**config.mk**
```make
export PLATFORM = sky130hd
export DESIGN_NAME = set_value_cmd
export DESIGN_NICKNAME = d
export VERILOG_FILES = /design/src/shared/set_value_pkg.sv /design/src/rtl/set_value_cmd.sv /design/src/rtl/hit_buffer_ram.sv
export SDC_FILE = /design/constraint.sdc
export NUM_CORES = 1
export LEC_CHECK = 0
export BUFFER_PORTS_ARGS = -buffer_cell sky130_fd_sc_hd__buf_2
export CORE_MARGIN = 2
export CORE_UTILIZATION = 45
export CTS_CLUSTER_SIZE = 25
export DETAILED_ROUTE_END_ITERATION = 8
export GPL_TIMING_DRIVEN = 0
export PLACE_DENSITY = 0.71
export SLEW_MARGIN = 5
export SYNTH_ARGS = -nofsm -noshare
export SYNTH_HDL_FRONTEND = slang
export SYNTH_SLANG_ARGS = --single-unit
```
**constraint.sdc**
```tcl
create_clock -name mclk_in -period 4.49 [get_ports mclk_in]
set_input_delay 0.2245 -clock mclk_in [delete_from_list [all_inputs] [get_ports mclk_in]]
set_output_delay 0.2245 -clock mclk_in [all_outputs]
set_load 0.01 [all_outputs]
```
**src/shared/set_value_pkg.sv**
```systemverilog
// shared constants, states and carrier types for the set-value and test command block
package set_value_pkg;

	// ==========================================================
	// command codes and decode fields
	localparam logic [4:0] SET_GROUP    = 5'h10;  // 1000_0sss
	localparam logic [3:0] TEST_GROUP   = 4'hb;   // 1011_test_select_nibble
	localparam logic [3:0] LOOP_GROUP   = 4'hc;   // 1100_x100
	localparam logic [2:0] LOOP_LOW     = 3'h4;
	localparam int         LOOP_BIT     = 3;
	localparam logic [2:0] SEL_BD_FC    = 3'h1;
	localparam logic [2:0] SEL_FD_FC    = 3'h2;
	localparam logic [2:0] SEL_PRESET   = 3'h3;
	localparam logic [2:0] SEL_TWO_WORD = 3'h5;
	localparam logic [2:0] SEL_ONE_WORD = 3'h6;
	localparam logic [2:0] SEL_DATA_FC  = 3'h7;
	localparam logic [3:0] TEST_RX      = 4'h0;
	localparam logic [3:0] TEST_DUPLEX  = 4'h8;
	localparam logic [3:0] TEST_HOST    = 4'hc;

	// ==========================================================
	// table offsets, buffer layout, reset values
	localparam logic [31:0] PRESET_OFFSET  = 32'h78;
	localparam logic [31:0] RESULT_OFFSET  = 32'h9c;
	localparam logic [31:0] HIT_RET_OFFSET = 32'h22;  // second half at byte 34
	localparam logic [4:0]  HIT_WORDS      = 5'h11;   // 34 bytes as 17 words
	localparam logic [15:0] DONE_WORD      = 16'h0001;
	localparam logic [3:0]  FC_RESET       = 4'h0;
	localparam logic [15:0] PRESET_RESET   = 16'h0000;
	localparam logic [2:0]  SILENCE_SYM    = 3'h0;
	localparam logic [3:0]  POST_SIL_BIAS  = 4'h2;
	localparam logic [5:0]  BETWEEN_BIAS   = 6'h01;

	// ==========================================================
	// carriers
	typedef struct packed {
		logic [15:0] w2;
		logic [15:0] w1;
		logic [15:0] w0;
	} param_words_t;

	typedef struct packed {
		logic        req;
		logic        we;
		logic [3:0]  fc;
		logic [31:0] addr;
		logic [15:0] wdata;
	} mem_req_t;

	typedef struct packed {
		logic        valid;
		logic        two;
		logic [7:0]  opcode;
		logic [31:0] data;
	} priv_wr_t;

	typedef struct packed {
		logic [5:0] between;
		logic [3:0] post_silence;
		logic [7:0] pattern;
	} preamble_cfg_t;

	typedef struct packed {
		logic       valid;
		logic [3:0] sel;
	} test_start_t;

	typedef enum logic [2:0] {
		ST_IDLE, ST_INIT_RD, ST_HIT_RD, ST_HIT_FETCH, ST_HIT_LOAD, ST_HIT_WR, ST_DONE_WR
	} fsm_t;

	typedef struct packed {
		fsm_t          fsm;
		logic          busy;
		logic          done;
		logic [3:0]    bd_fc;
		logic [3:0]    fd_fc;
		logic [3:0]    data_fc;
		logic [15:0]   preset;
		logic          loop;
		logic [4:0]    idx;
		logic [3:0]    buf_fc;
		logic [31:0]   buf_ptr;
		logic [31:0]   base;
		logic [3:0]    base_fc;
		mem_req_t      mem;
		priv_wr_t      priv;
		test_start_t   test;
		preamble_cfg_t pre_cfg;
		logic [2:0]    bit_idx;
		logic          pre_bit;
		logic [2:0]    tx_pin;
		logic [2:0]    rx_sym;
		logic [2:0]    rx_s1;
		logic [2:0]    rx_s2;
	} ctl_state_t;

endpackage : set_value_pkg

```
**src/rtl/set_value_cmd.sv**
```systemverilog
// command interpreter for parameter-setting, loopback and diagnostic test commands
// Operation
// - code 81 loads buffer descriptor code
// - code 82 loads frame descriptor code
// - code 87 loads data buffer code
// - preset changes after init only via 83
// - preamble octet pattern sent bit 0 first
// - post-silence preamble count is field plus two
// - between-frame preamble count is field plus one
// - init loads preset from table offset 78
// - code 86 writes one-word private parameter
// - code 85 writes two-word private parameter
// - test commands accepted only while detached
// - test nibble decodes four test kinds
// - code CC selects internal loopback, C4 turns it off
// - internal loopback off after reset
// - loopback routes tx internally, pins send silence
// - host test copies 34 bytes to second half
// - host test end sets done at 9C
// - set group 1000_0sss selects function
`timescale 1ns/1ps
`default_nettype none
module set_value_cmd (
	input  wire logic                         mclk_in,
	input  wire logic                         resetn_in,
	input  wire logic                         cmd_valid_in,
	input  wire logic [7:0]                   cmd_code_in,
	input  wire set_value_pkg::param_words_t  param_in,
	input  wire logic                         init_start_in,
	input  wire logic [31:0]                  init_base_in,
	input  wire logic [3:0]                   init_fc_in,
	input  wire logic                         detached_state_in,
	input  wire logic                         mem_ack_in,
	input  wire logic [15:0]                  mem_rdata_in,
	input  wire logic [2:0]                   tx_sym_int_in,
	input  wire logic [2:0]                   rx_sym_pin_in,
	input  wire logic                         pre_step_in,
	output var  set_value_pkg::mem_req_t      mem_out,
	output var  set_value_pkg::priv_wr_t      priv_wr_out,
	output var  set_value_pkg::test_start_t   test_start_out,
	output var  set_value_pkg::preamble_cfg_t pre_cfg_out,
	output var  logic                         pre_bit_out,
	output var  logic [3:0]                   bd_fc_out,
	output var  logic [3:0]                   fd_fc_out,
	output var  logic [3:0]                   data_fc_out,
	output var  logic                         loop_int_out,
	output var  logic [2:0]                   tx_sym_pin_out,
	output var  logic [2:0]                   rx_sym_out,
	output var  logic                         busy_out,
	output var  logic                         done_out
);
	import set_value_pkg::*;

	ctl_state_t  st_ff;
	ctl_state_t  nxt_st;
	logic        take;
	logic        is_set;
	logic        is_test;
	logic        is_loop;
	logic [2:0]  sel;
	logic [3:0]  tsel;
	logic        tx_test;
	logic        ram_we;
	logic [15:0] ram_rdata;
	logic [31:0] word_off;

	// ==========================================================
	// buffer for the host interface test words
	hit_buffer_ram u_ram (
		.mclk_in   (mclk_in),
		.we_in     (ram_we),
		.waddr_in  (st_ff.idx),
		.wdata_in  (mem_rdata_in),
		.raddr_in  (st_ff.idx),
		.rdata_out (ram_rdata)
	);

	// ==========================================================
	// command decode; commands arriving while busy are dropped
	always_comb begin
		take     = cmd_valid_in && (st_ff.fsm == ST_IDLE);
		sel      = cmd_code_in[2:0];
		tsel     = cmd_code_in[3:0];
		is_set   = (cmd_code_in[7:3] == SET_GROUP);
		is_test  = (cmd_code_in[7:4] == TEST_GROUP) && detached_state_in;
		is_loop  = (cmd_code_in[7:4] == LOOP_GROUP) && (sel == LOOP_LOW);
		tx_test  = (tsel[3:2] == 2'b01) && !tsel[0];
		ram_we   = (st_ff.fsm == ST_HIT_RD) && st_ff.mem.req && mem_ack_in;
		word_off = {26'h0, st_ff.idx, 1'b0};
	end

	// ==========================================================
	// next state
	always_comb begin
		nxt_st            = st_ff;
		nxt_st.done       = 1'b0;
		nxt_st.priv.valid = 1'b0;
		nxt_st.test.valid = 1'b0;
		// preamble fields are biased: stored counts are minus two and minus one
		nxt_st.pre_cfg.pattern      = st_ff.preset[7:0];
		nxt_st.pre_cfg.post_silence = {1'b0, st_ff.preset[10:8]} + POST_SIL_BIAS;
		nxt_st.pre_cfg.between      = {1'b0, st_ff.preset[15:11]} + BETWEEN_BIAS;
		// serialise the pattern, lowest bit of the octet first
		if (pre_step_in) begin
			nxt_st.pre_bit = st_ff.preset[st_ff.bit_idx];
			nxt_st.bit_idx = st_ff.bit_idx + 3'h1;
		end
		// pin receive path is synchronised before the loopback mux reads it
		nxt_st.rx_s1  = rx_sym_pin_in;
		nxt_st.rx_s2  = st_ff.rx_s1;
		nxt_st.rx_sym = st_ff.loop ? tx_sym_int_in : st_ff.rx_s2;
		nxt_st.tx_pin = st_ff.loop ? SILENCE_SYM : tx_sym_int_in;

		case (st_ff.fsm)
			ST_IDLE: begin
				if (init_start_in) begin
					nxt_st.base    = init_base_in;
					nxt_st.base_fc = init_fc_in;
					nxt_st.mem     = '{req: 1'b1, we: 1'b0, fc: init_fc_in,
					                   addr: init_base_in + PRESET_OFFSET, wdata: 16'h0000};
					nxt_st.fsm     = ST_INIT_RD;
				end else if (take && is_set) begin
					// select values 0 and 4 fall through and leave everything alone
					nxt_st.fsm = ST_DONE_WR;
					case (sel)
						SEL_BD_FC:    nxt_st.bd_fc   = param_in.w0[3:0];
						SEL_FD_FC:    nxt_st.fd_fc   = param_in.w0[3:0];
						SEL_DATA_FC:  nxt_st.data_fc = param_in.w0[3:0];
						SEL_PRESET:   nxt_st.preset  = param_in.w0;
						SEL_ONE_WORD: nxt_st.priv    = '{valid: 1'b1, two: 1'b0,
						                                 opcode: param_in.w0[7:0],
						                                 data: {16'h0000, param_in.w1}};
						SEL_TWO_WORD: nxt_st.priv    = '{valid: 1'b1, two: 1'b1,
						                                 opcode: param_in.w0[7:0],
						                                 data: {param_in.w1, param_in.w2}};
						default:      nxt_st.fsm     = ST_IDLE;
					endcase
				end else if (take && is_loop) begin
					nxt_st.loop = cmd_code_in[LOOP_BIT];
					nxt_st.fsm  = ST_DONE_WR;
				end else if (take && is_test) begin
					if (tsel == TEST_HOST) begin
						nxt_st.buf_fc  = param_in.w0[3:0];
						nxt_st.buf_ptr = {param_in.w1, param_in.w2};
						nxt_st.idx     = 5'h00;
						nxt_st.fsm     = ST_HIT_RD;
					end else if ((tsel == TEST_RX) || (tsel == TEST_DUPLEX) || tx_test) begin
						nxt_st.test = '{valid: 1'b1, sel: tsel};
						nxt_st.fsm  = ST_DONE_WR;
					end
				end
			end
			ST_INIT_RD: begin
				if (mem_ack_in) begin
					nxt_st.preset  = mem_rdata_in;
					nxt_st.mem.req = 1'b0;
					nxt_st.fsm     = ST_IDLE;
				end
			end
			ST_HIT_RD: begin
				// one word per request; req drops for a cycle between words
				if (!st_ff.mem.req) begin
					nxt_st.mem = '{req: 1'b1, we: 1'b0, fc: st_ff.buf_fc,
					               addr: st_ff.buf_ptr + word_off, wdata: 16'h0000};
				end else if (mem_ack_in) begin
					nxt_st.mem.req = 1'b0;
					if (st_ff.idx == HIT_WORDS - 5'h01) begin
						nxt_st.idx = 5'h00;
						nxt_st.fsm = ST_HIT_FETCH;
					end else begin
						nxt_st.idx = st_ff.idx + 5'h01;
					end
				end
			end
			ST_HIT_FETCH: nxt_st.fsm = ST_HIT_LOAD;  // ram read latency
			ST_HIT_LOAD: begin
				// index 17 is the indication word, written as zero
				nxt_st.mem = '{req: 1'b1, we: 1'b1, fc: st_ff.buf_fc,
				               addr: st_ff.buf_ptr + HIT_RET_OFFSET + word_off,
				               wdata: ram_rdata};
				nxt_st.fsm = ST_HIT_WR;
			end
			ST_HIT_WR: begin
				if (mem_ack_in) begin
					nxt_st.mem.req = 1'b0;
					nxt_st.mem.we  = 1'b0;
					if (st_ff.idx == HIT_WORDS) begin
						nxt_st.fsm = ST_DONE_WR;
					end else begin
						nxt_st.idx = st_ff.idx + 5'h01;
						nxt_st.fsm = ST_HIT_FETCH;
					end
				end
			end
			ST_DONE_WR: begin
				if (!st_ff.mem.req) begin
					nxt_st.mem = '{req: 1'b1, we: 1'b1, fc: st_ff.base_fc,
					               addr: st_ff.base + RESULT_OFFSET, wdata: DONE_WORD};
				end else if (mem_ack_in) begin
					nxt_st.mem.req = 1'b0;
					nxt_st.mem.we  = 1'b0;
					nxt_st.done    = 1'b1;
					nxt_st.fsm     = ST_IDLE;
				end
			end
			default: nxt_st.fsm = ST_IDLE;
		endcase
		nxt_st.busy = (nxt_st.fsm != ST_IDLE);
	end

	// ==========================================================
	// state register; loopback starts disabled
	always_ff @(posedge mclk_in or negedge resetn_in) begin
		if (!resetn_in) begin
			st_ff         <= '0;
			st_ff.fsm     <= ST_IDLE;
			st_ff.bd_fc   <= FC_RESET;
			st_ff.fd_fc   <= FC_RESET;
			st_ff.data_fc <= FC_RESET;
			st_ff.preset  <= PRESET_RESET;
			st_ff.loop    <= 1'b0;
			st_ff.tx_pin  <= SILENCE_SYM;
		end else begin
			st_ff <= nxt_st;
		end
	end

	// outputs straight from the state register
	always_comb begin
		mem_out        = st_ff.mem;
		priv_wr_out    = st_ff.priv;
		test_start_out = st_ff.test;
		pre_cfg_out    = st_ff.pre_cfg;
		pre_bit_out    = st_ff.pre_bit;
		bd_fc_out      = st_ff.bd_fc;
		fd_fc_out      = st_ff.fd_fc;
		data_fc_out    = st_ff.data_fc;
		loop_int_out   = st_ff.loop;
		tx_sym_pin_out = st_ff.tx_pin;
		rx_sym_out     = st_ff.rx_sym;
		busy_out       = st_ff.busy;
		done_out       = st_ff.done;
	end

	// ==========================================================
	// checks
	chk_bd_code_load: assert property (@(posedge mclk_in) disable iff (!resetn_in)
		(take && !init_start_in && is_set && sel == SEL_BD_FC)
		|=> (bd_fc_out == $past(param_in.w0[3:0])) && (fd_fc_out == $past(fd_fc_out)))
		else $error("buffer descriptor code not taken");
	chk_fd_code_load: assert property (@(posedge mclk_in) disable iff (!resetn_in)
		(take && !init_start_in && is_set && sel == SEL_FD_FC)
		|=> fd_fc_out == $past(param_in.w0[3:0]))
		else $error("frame descriptor code not taken");
	chk_data_code_load: assert property (@(posedge mclk_in) disable iff (!resetn_in)
		(take && !init_start_in && is_set && sel == SEL_DATA_FC)
		|=> data_fc_out == $past(param_in.w0[3:0]))
		else $error("data buffer code not taken");
	chk_preset_fields: assert property (@(posedge mclk_in) disable iff (!resetn_in)
		(take && !init_start_in && is_set && sel == SEL_PRESET)
		|=> ##1 (pre_cfg_out.post_silence == {1'b0, $past(param_in.w0[10:8], 2)} + 4'h2)
		&& (pre_cfg_out.between == {1'b0, $past(param_in.w0[15:11], 2)} + 6'h01))
		else $error("preamble counts wrong after preset command");
	chk_two_word: assert property (@(posedge mclk_in) disable iff (!resetn_in)
		(take && !init_start_in && is_set && sel == SEL_TWO_WORD)
		|=> priv_wr_out.valid && priv_wr_out.two
		&& (priv_wr_out.data == {$past(param_in.w1), $past(param_in.w2)}))
		else $error("two word value not passed");
	chk_test_detached_state: assert property (@(posedge mclk_in) disable iff (!resetn_in)
		test_start_out.valid |-> $past(detached_state_in))
		else $error("test started while not detached");
	chk_unknown_ignored: assert property (@(posedge mclk_in) disable iff (!resetn_in)
		(take && !init_start_in && is_set && (sel == 3'h0 || sel == 3'h4))
		|=> (busy_out == 1'b0) [*2])
		else $error("unknown set command was acted on");
	chk_loop_silence: assert property (@(posedge mclk_in) disable iff (!resetn_in)
		loop_int_out |=> tx_sym_pin_out == SILENCE_SYM)
		else $error("pins not silent in internal loopback");
	chk_done_word: assert property (@(posedge mclk_in) disable iff (!resetn_in)
		(st_ff.fsm == ST_DONE_WR && mem_out.req)
		|-> mem_out.we && (mem_out.addr == st_ff.base + RESULT_OFFSET)
		&& (mem_out.wdata == DONE_WORD))
		else $error("done word written wrongly");
	chk_hit_ret_addr: assert property (@(posedge mclk_in) disable iff (!resetn_in)
		(st_ff.fsm == ST_HIT_WR && mem_out.req)
		|-> mem_out.addr == st_ff.buf_ptr + HIT_RET_OFFSET + word_off)
		else $error("host test write back at wrong address");

endmodule : set_value_cmd
`default_nettype wire

```
**src/rtl/hit_buffer_ram.sv**
```systemverilog
// small word store holding the host interface test data between read and write back
`timescale 1ns/1ps
`default_nettype none
module hit_buffer_ram (
	input  wire logic        mclk_in,
	input  wire logic        we_in,
	input  wire logic [4:0]  waddr_in,
	input  wire logic [15:0] wdata_in,
	input  wire logic [4:0]  raddr_in,
	output var  logic [15:0] rdata_out
);
	import set_value_pkg::*;

	logic [15:0] mem_ff [0:16];

	// ==========================================================
	// write port, guarded against the index running one past the end
	always_ff @(posedge mclk_in) begin
		if (we_in && (waddr_in < HIT_WORDS)) begin
			mem_ff[waddr_in] <= wdata_in;
		end
	end

	// registered read; out of range reads give zero for the trailer word
	always_ff @(posedge mclk_in) begin
		if (raddr_in < HIT_WORDS) begin
			rdata_out <= mem_ff[raddr_in];
		end else begin
			rdata_out <= 16'h0000;
		end
	end

endmodule : hit_buffer_ram
`default_nettype wire

```
Word level (Yosys, flattened, before mapping)
Memories as Yosys holds them, arrays and structs flattened. A register that Yosys moved wholly into a read port is not among the register bits.
Cells that the tools add are included.

word-level totals
  bits in registers = 246
  bits in writable memories = 272
  bits of input ports = 121
  logic and storage cells = 184
  memories kept = 1

cells by class
  add/sub/neg operators = 9
  order comparisons = 2
  equal/unequal tests = 37
  mux-type cells = 61
  bitwise operators = 4
  reductions and logical operators = 37

memory list
  name          words  bits a word  read ports  clocked after memory_dff  wr ports  line                  RTL
  u_ram.mem_ff  17     16           1           1                         1         hit_buffer_ram.sv:14  logic [15:0] mem_ff [0:16];

operators with widths
  operator               number
  $pmux 52 s4            1
  $mux 41                3
  $mux 47                2
  $mux 42                2
  $pmux 42 s2            1
  $add 32x6->32          2
  $mux 58                1
  $mux 54                1
  $mux 53                1
  $mux 52                1
  $mux 5                 10
  $mux 16                3
  $mux 3                 16
  $add 32x6->32 const B  1
  $add 32x7->32 const B  1
  $add 32x8->32 const B  1
  $pmux 16 s2            1
  $reduce_and 4->1       7
  $ne 2x2->1 const B     11
  $eq 3x3->1 const B     7
  $pmux 3 s7             1
  $eq 4x4->1 const B     4
  $eq 5x5->1 const B     3
  $pmux 5 s3             1
  33 further kinds       68

Depth between registers and ports, before layout
  word-level depth = 11
  gate-level depth with buffers = 16

By module
A second synthesis with hierarchy kept.

unflattened totals
  cells, all modules = 1938
  area, all modules = 25024.0 um^2

modules (own cells, without submodules)
  module          instances  cells an instance  area an instance (um^2)
  set_value_cmd   1          1428               14178.6
  hit_buffer_ram  1          510                10845.4

Worst setup path after synthesis
Ideal clock, no wire load.

  path type = reg-to-reg
  start = register st_ff[207] (netlist bit)
  end = register st_ff, in the netlist mem_out[40]
  library setup time = 131 ps
  arrival = 3168 ps
  slack = 1191 ps
  cell stages (with the launch flop) = 16
  buffers on the path = 3
  clock period less this slack = 3299 ps
  path through = dfrtp_1 buf_2 buf_4 buf_2 inv_1 ha_1 inv_1 ha_1 inv_1 fa_1 nor2b_1 o2111ai_1 a2111oi_1 xor2_1 a221oi_1 a21oi_2

on the way
  word-level cells in the longest chain between the ends = 3
  elaborated cells between the ends (all ways) = 4

RTL lines
  item                    line                  RTL
  from (decl)             set_value_cmd.sv:54   ctl_state_t st_ff;
  from (signal assigned)  set_value_cmd.sv:224  st_ff <= nxt_st;
  $add 32x6->32           set_value_cmd.sv:164  addr: st_ff.buf_ptr + word_off, wdata: 16'h0000};
  $mux 53                 set_value_cmd.sv:162  if (!st_ff.mem.req) begin
  $pmux 52 s4 *           set_value_cmd.sv:114  case (st_ff.fsm)

Every way passes the cells marked *; elsewhere a longest branch is shown, timed or not. The select of a mux whose other input is x is not followed.
A chain may end at the register's enable or synchronous reset.

Worst setup path in the final report
  start = register st_ff[208] (netlist bit)
  end = register st_ff, in the netlist mem_out[47]

The elaborated chain is that of the path after synthesis.

==> tab_implementation.tex <==
\begin{tabular}{lr}
\hline
Metric & Value \\
\hline
\multicolumn{2}{l}{\textbf{Run status}} \\
Outcome & completed \\
\multicolumn{2}{l}{\textbf{Finish}} \\
Layout cell share with drive strength beyond 1 & 30.2\% \\
Count of non-filler cells in the finished layout & 3178 \\
Final Net Count & roughly 2500 \\
Relative area change from synthesis to final layout & 20.9\% \\
Design Area, Final & 30500 um2 \\
Layout fillers & 4442 \\
\multicolumn{2}{l}{\textbf{Synthesis}} \\
Register bit count reported by yosys & $\sim$530 \\
Proportion of synthesized flip-flops having asynchronous set or reset & 46.1\% \\
Syn Area/Cell & 12.9 um2 \\
Cell area after synthesis & 25200 um2 \\
Cells after synthesis & 1956 \\
Post-synth EDFFs & 272 \\
Sequential cell area fraction in the yosys report & 58.1\% \\
Number of different library cells in the post-synthesis netlist & 96 \\
Proportion of netlist area held by the largest area contributor & 32.4\% \\
Largest cells by area after synthesis & sky130\_fd\_sc\_hd\_\_edfxtp\_1 (32\%), sky130\_fd\_sc\_hd\_\_dfrtp\_1 (24\%), sky130\_fd\_sc\_hd\_\_mux4\_2 (5.9\%), sky130\_fd\_sc\_hd\_\_buf\_4 (4.3\%), sky130\_fd\_sc\_hd\_\_mux2\_2 (3.6\%) \\
Cell accounting for the most synthesized area & sky130\_fd\_sc\_hd\_\_edfxtp\_1 \\
Most used DFF post-synth & sky130\_fd\_sc\_hd\_\_edfxtp\_1 \\
Synth warnings & 0 \\
Synthesized Nets & 2108 \\
\multicolumn{2}{l}{\textbf{Hold path}} \\
Count of cells along the worst hold path & 3 \\
Destination of the worst hold path & st\_ff[142]\$\_DFFE\_PN0P\_ \\
Type of the most critical hold path & in2reg \\
Startpoint of the tightest hold check path & init\_base\_in[3] \\
\multicolumn{2}{l}{\textbf{Critical path}} \\
Critical path capture point type & register \\
WP data arrival & 4.71 ns \\
Setup slack, reg-to-reg & 0.22 ns \\
Largest driver fanout on the critical path & 10 \\
Number of cells on the worst reg-to-reg path & 9 \\
Nature of the critical path startpoint & register \\
Crit Path Class & reg2reg \\
Start of the worst register-to-register path & st\_ff[208]\$\_DFFE\_PN0P\_ \\
Capturing point of the worst reg2reg path & mem\_out[47]\$\_DFFE\_PN0P\_ \\
Required time of the critical path & approximately 4.9 ns \\
\multicolumn{2}{l}{\textbf{STA}} \\
Final count of hold timing violations & 0 \\
Setup Viol. Count Final & 0 \\
Final Cycle Share & 95.1\% \\
Maximum clock frequency & approximately 230 MHz \\
Min Clock Period, post-route & 4.27 ns \\
Final setup slack of the worst path & between 0.2 and 0.25 ns \\
Tightest Pin Transition & about 1.2 ns \\
Max-slew violation count & 0 \\
Worst clock skew & 0.0355 ns \\
Unrepaired setup endpoints after global routing & false \\
Relative slew slack & 23.0\% \\
\multicolumn{2}{l}{\textbf{Detailed routing}} \\
Antenna viol nets, final & 0 \\
Detailed-route via count & 18099 \\
Number of optimization iterations in the first detailed-route pass & 6 \\
Initial drt markers & 1682 \\
Avg Vias per Cell & 5.70 \\
Average wire per standard cell & 23.0 um \\
Total DRC errors in the routed layout & 0 \\
Detailed Route WL & 73.0 mm \\
\multicolumn{2}{l}{\textbf{Global route}} \\
Initial antenna violation count & 4 \\
Tot GR Track Use & 25.2\% \\
Met1 demand-to-capacity share in global routing & 30.6\% \\
Met3 usage in global routing & $\sim$4\% \\
Met2 global-route usage & 44.3\% \\
Pin count of the biggest net entering global routing & between 100 and 150 \\
GRT Residual Overflow & 0 \\
Vias in the first global route & roughly 18000 \\
Top Usage Layer GRT & met2 \\
Wire length of the first global-routing pass & 110 mm \\
\multicolumn{2}{l}{\textbf{Clocking}} \\
Number of buffers on the longest clock path & 3 \\
Worst skew pair latency & 0.63 ns \\
Clk slew on worst S/H paths & $\sim$0.07 ns \\
Root buffer cell & sky130\_fd\_sc\_hd\_\_clkbuf\_16 \\
Total clock sinks & 534 \\
Total of hold buffers inserted after clock tree synthesis & 93 \\
Post-cts repair resize count & 0 \\
Number of CTS-inserted buffers & 56 \\
Number of H-tree levels & 2 \\
Number of buffers inserted by post-CTS setup repair & 0 \\
Clock tree from TritonCTS & built \\
\multicolumn{2}{l}{\textbf{Power and ir drop}} \\
PwrDens & $\sim$520 nW/um2 \\
Peak supply drop & around 0.00033 V \\
Overall power of the completed layout & between 15 and 20 mW \\
Leakage component of the power & 12.3 nW \\
\multicolumn{2}{l}{\textbf{Floorplanning}} \\
Die outline width & 241 um \\
Number of rows created at floorplan & 86 \\
Starting Density & 45.7\% \\
Count of boundary I/O pins & 262 \\
Area of the die & 57900 um2 \\
Die Y & between 200 and 250 um \\
Core Area & $\sim$55000 um2 \\
\multicolumn{2}{l}{\textbf{Placement}} \\
Number of I/O port buffers & 257 \\
Count of placed standard cells including taps & slightly below 3000 \\
Weighted congestion at the end of routability-driven global placement & 0.960 \\
Cell area after placement & 27800 um2 \\
Worst slack at placement & about 0.36 ns \\
Estimated wirelength of the detail-placed design & 52.6 mm \\
\multicolumn{2}{l}{\textbf{Job}} \\
Number of maximum-capacitance violations & 0 \\
\hline
\end{tabular}
## worst max-delay path, stage by stage, from the launching register on
cell	delay [ns]
sky130_fd_sc_hd__dfrtp_1	0.50
sky130_fd_sc_hd__buf_1	0.61
sky130_fd_sc_hd__inv_1	0.27
sky130_fd_sc_hd__fa_1	0.52
sky130_fd_sc_hd__nand4b_1	0.30
sky130_fd_sc_hd__a2111oi_2	0.84
sky130_fd_sc_hd__and4bb_1	0.34
sky130_fd_sc_hd__mux2i_1	0.09
sky130_fd_sc_hd__nor3_1	0.43
sky130_fd_sc_hd__a31oi_1	0.18
## Yosys cell counts (19+ instances only)
cell type                  number
sky130_fd_sc_hd__a22oi_1       32
sky130_fd_sc_hd__nand2_1      176
sky130_fd_sc_hd__o211ai_1      23
sky130_fd_sc_hd__mux2i_1       21
sky130_fd_sc_hd__nor3b_1       20
sky130_fd_sc_hd__o21ai_0       50
sky130_fd_sc_hd__xnor2_1       46
sky130_fd_sc_hd__dfrtp_1      246
sky130_fd_sc_hd__clkbuf_1      53
sky130_fd_sc_hd__nand3_1       63
sky130_fd_sc_hd__edfxtp_1     272
sky130_fd_sc_hd__mux4_2        66
sky130_fd_sc_hd__inv_1         36
sky130_fd_sc_hd__a22o_1        19
sky130_fd_sc_hd__nor2_1       103
sky130_fd_sc_hd__buf_4        144
sky130_fd_sc_hd__nor3_1        24
sky130_fd_sc_hd__ha_1          26
sky130_fd_sc_hd__mux2_1        19
sky130_fd_sc_hd__nand4_1       22
sky130_fd_sc_hd__a21oi_1      101
sky130_fd_sc_hd__xor2_1        43
sky130_fd_sc_hd__buf_2         21
sky130_fd_sc_hd__mux2_2        80
## area by class of cell
type | count | area, um2 | share of cell area [%]
Sequential cell | 534 | 14600 | 48.1
Multi-Input combinational cell | 1137 | 8870 | 29.1
Timing Repair Buffer | 368 | 2500 | 8.22
Buffer | 248 | 1600 | 5.25
Clock buffer | 68 | 1490 | 4.88
Tap cell | 748 | 936 | 3.07
Clock inverter | 35 | 288 | 0.944
Inverter | 37 | 139 | 0.456
Antenna cell | 3 | 7.51 | 0.0246
## per-stage QoR
stage | hold slack, ns | util, % | TNS [ns]
after CTS | 0.000884 | 55.2 | 0
after global routing | 0.0239 | 55.2 | 0
final | 0.0248 | 55.2 | 0
after floorplan | -0.0711 | - | 0
after global placement | 0.332 | 49.7 | -268.88
after detailed placement | 0.220 | 50.3 | 0
## state kept, by name, indices dropped and copies added, names as in the netlist
register	count
loop_int_out	1
test_start_out	5
tx_sym_pin_out	3
priv_wr_out	42
pre_cfg_out	18
pre_bit_out	1
bd_fc_out	4
u_ram.mem_ff	272
busy_out	1
data_fc_out	4
u_ram.rdata_out	16
fd_fc_out	4
mem_out	54
done_out	1
nxt_st	11
st_ff	94
rx_sym_out	3
## routing by layer
metal / routed length (um) / share of wire (%) / vias up
met5: 46 / 0.063 / -
met4: 3390 / 4.6 / 6
met3: 4810 / 6.6 / 210
met2: 37000 / 51 / 787
met1: 27700 / 38 / 9128
li1: - / - / 7968
## logic make-up after synthesis
family,after synthesis,share of synthesized area [%]
flops,534,58.1
simple gates,491,9.78
compound gates,336,9.06
buf+inv,285,6.89
mux,190,11.4
xor+xnor,89,3.09
fa+ha+maj,31,1.69
## layout by cell type, fill, tap and decap left out, types with 24 or more instances in the layout
master / synthesis / final
sky130_fd_sc_hd__inv_1: 36 / 36
sky130_fd_sc_hd__mux2_2: 80 / 80
sky130_fd_sc_hd__mux4_2: 66 / 66
sky130_fd_sc_hd__nor2_1: 103 / 86
sky130_fd_sc_hd__nor3_1: 24 / 24
sky130_fd_sc_hd__clkbuf_16: 0 / 57
sky130_fd_sc_hd__ha_1: 26 / 26
sky130_fd_sc_hd__clkbuf_1: 53 / 62
sky130_fd_sc_hd__nand3_1: 63 / 63
sky130_fd_sc_hd__o21ai_0: 50 / 50
sky130_fd_sc_hd__buf_4: 144 / 144
sky130_fd_sc_hd__dfrtp_1: 246 / 246
sky130_fd_sc_hd__dlygate4sd3_1: 0 / 93
sky130_fd_sc_hd__a21oi_1: 101 / 101
sky130_fd_sc_hd__buf_2: 21 / 277
sky130_fd_sc_hd__nand2_1: 176 / 176
sky130_fd_sc_hd__a22oi_1: 32 / 32
sky130_fd_sc_hd__edfxtp_1: 272 / 272
sky130_fd_sc_hd__xor2_1: 43 / 43
sky130_fd_sc_hd__xnor2_1: 46 / 46
## power breakdown
| part | switching, mW | internal [mW] | total, mW |
|---|---|---|---|
| clock network | 1.95 | 2.53 | 4.49 |
| registers | 0.586 | 5.87 | 6.46 |
| logic | 2.76 | 2.09 | 4.85 |
## worst max-delay path by stage
| stage | from | end | slack (ns) |
|---|---|---|---|
| final | st_ff[208]$_DFFE_PN0P_ | mem_out[47]$_DFFE_PN0P_ | 0.22 |
| after global placement | resetn_in | nxt_st[1]$_DFF_PN0_ | -1.14 |
| after detailed placement | st_ff[208]$_DFFE_PN0P_ | mem_out[47]$_DFFE_PN0P_ | 0.36 |
| after floorplan | st_ff[207]$_DFFE_PN0P_ | mem_out[40]$_DFFE_PN0P_ | 1.19 |
| after global routing | st_ff[208]$_DFFE_PN0P_ | mem_out[47]$_DFFE_PN0P_ | 0.1 |
| after CTS | st_ff[208]$_DFFE_PN0P_ | mem_out[47]$_DFFE_PN0P_ | 0.29 |
No activity file was read; power rests on OpenSTA's default activity.
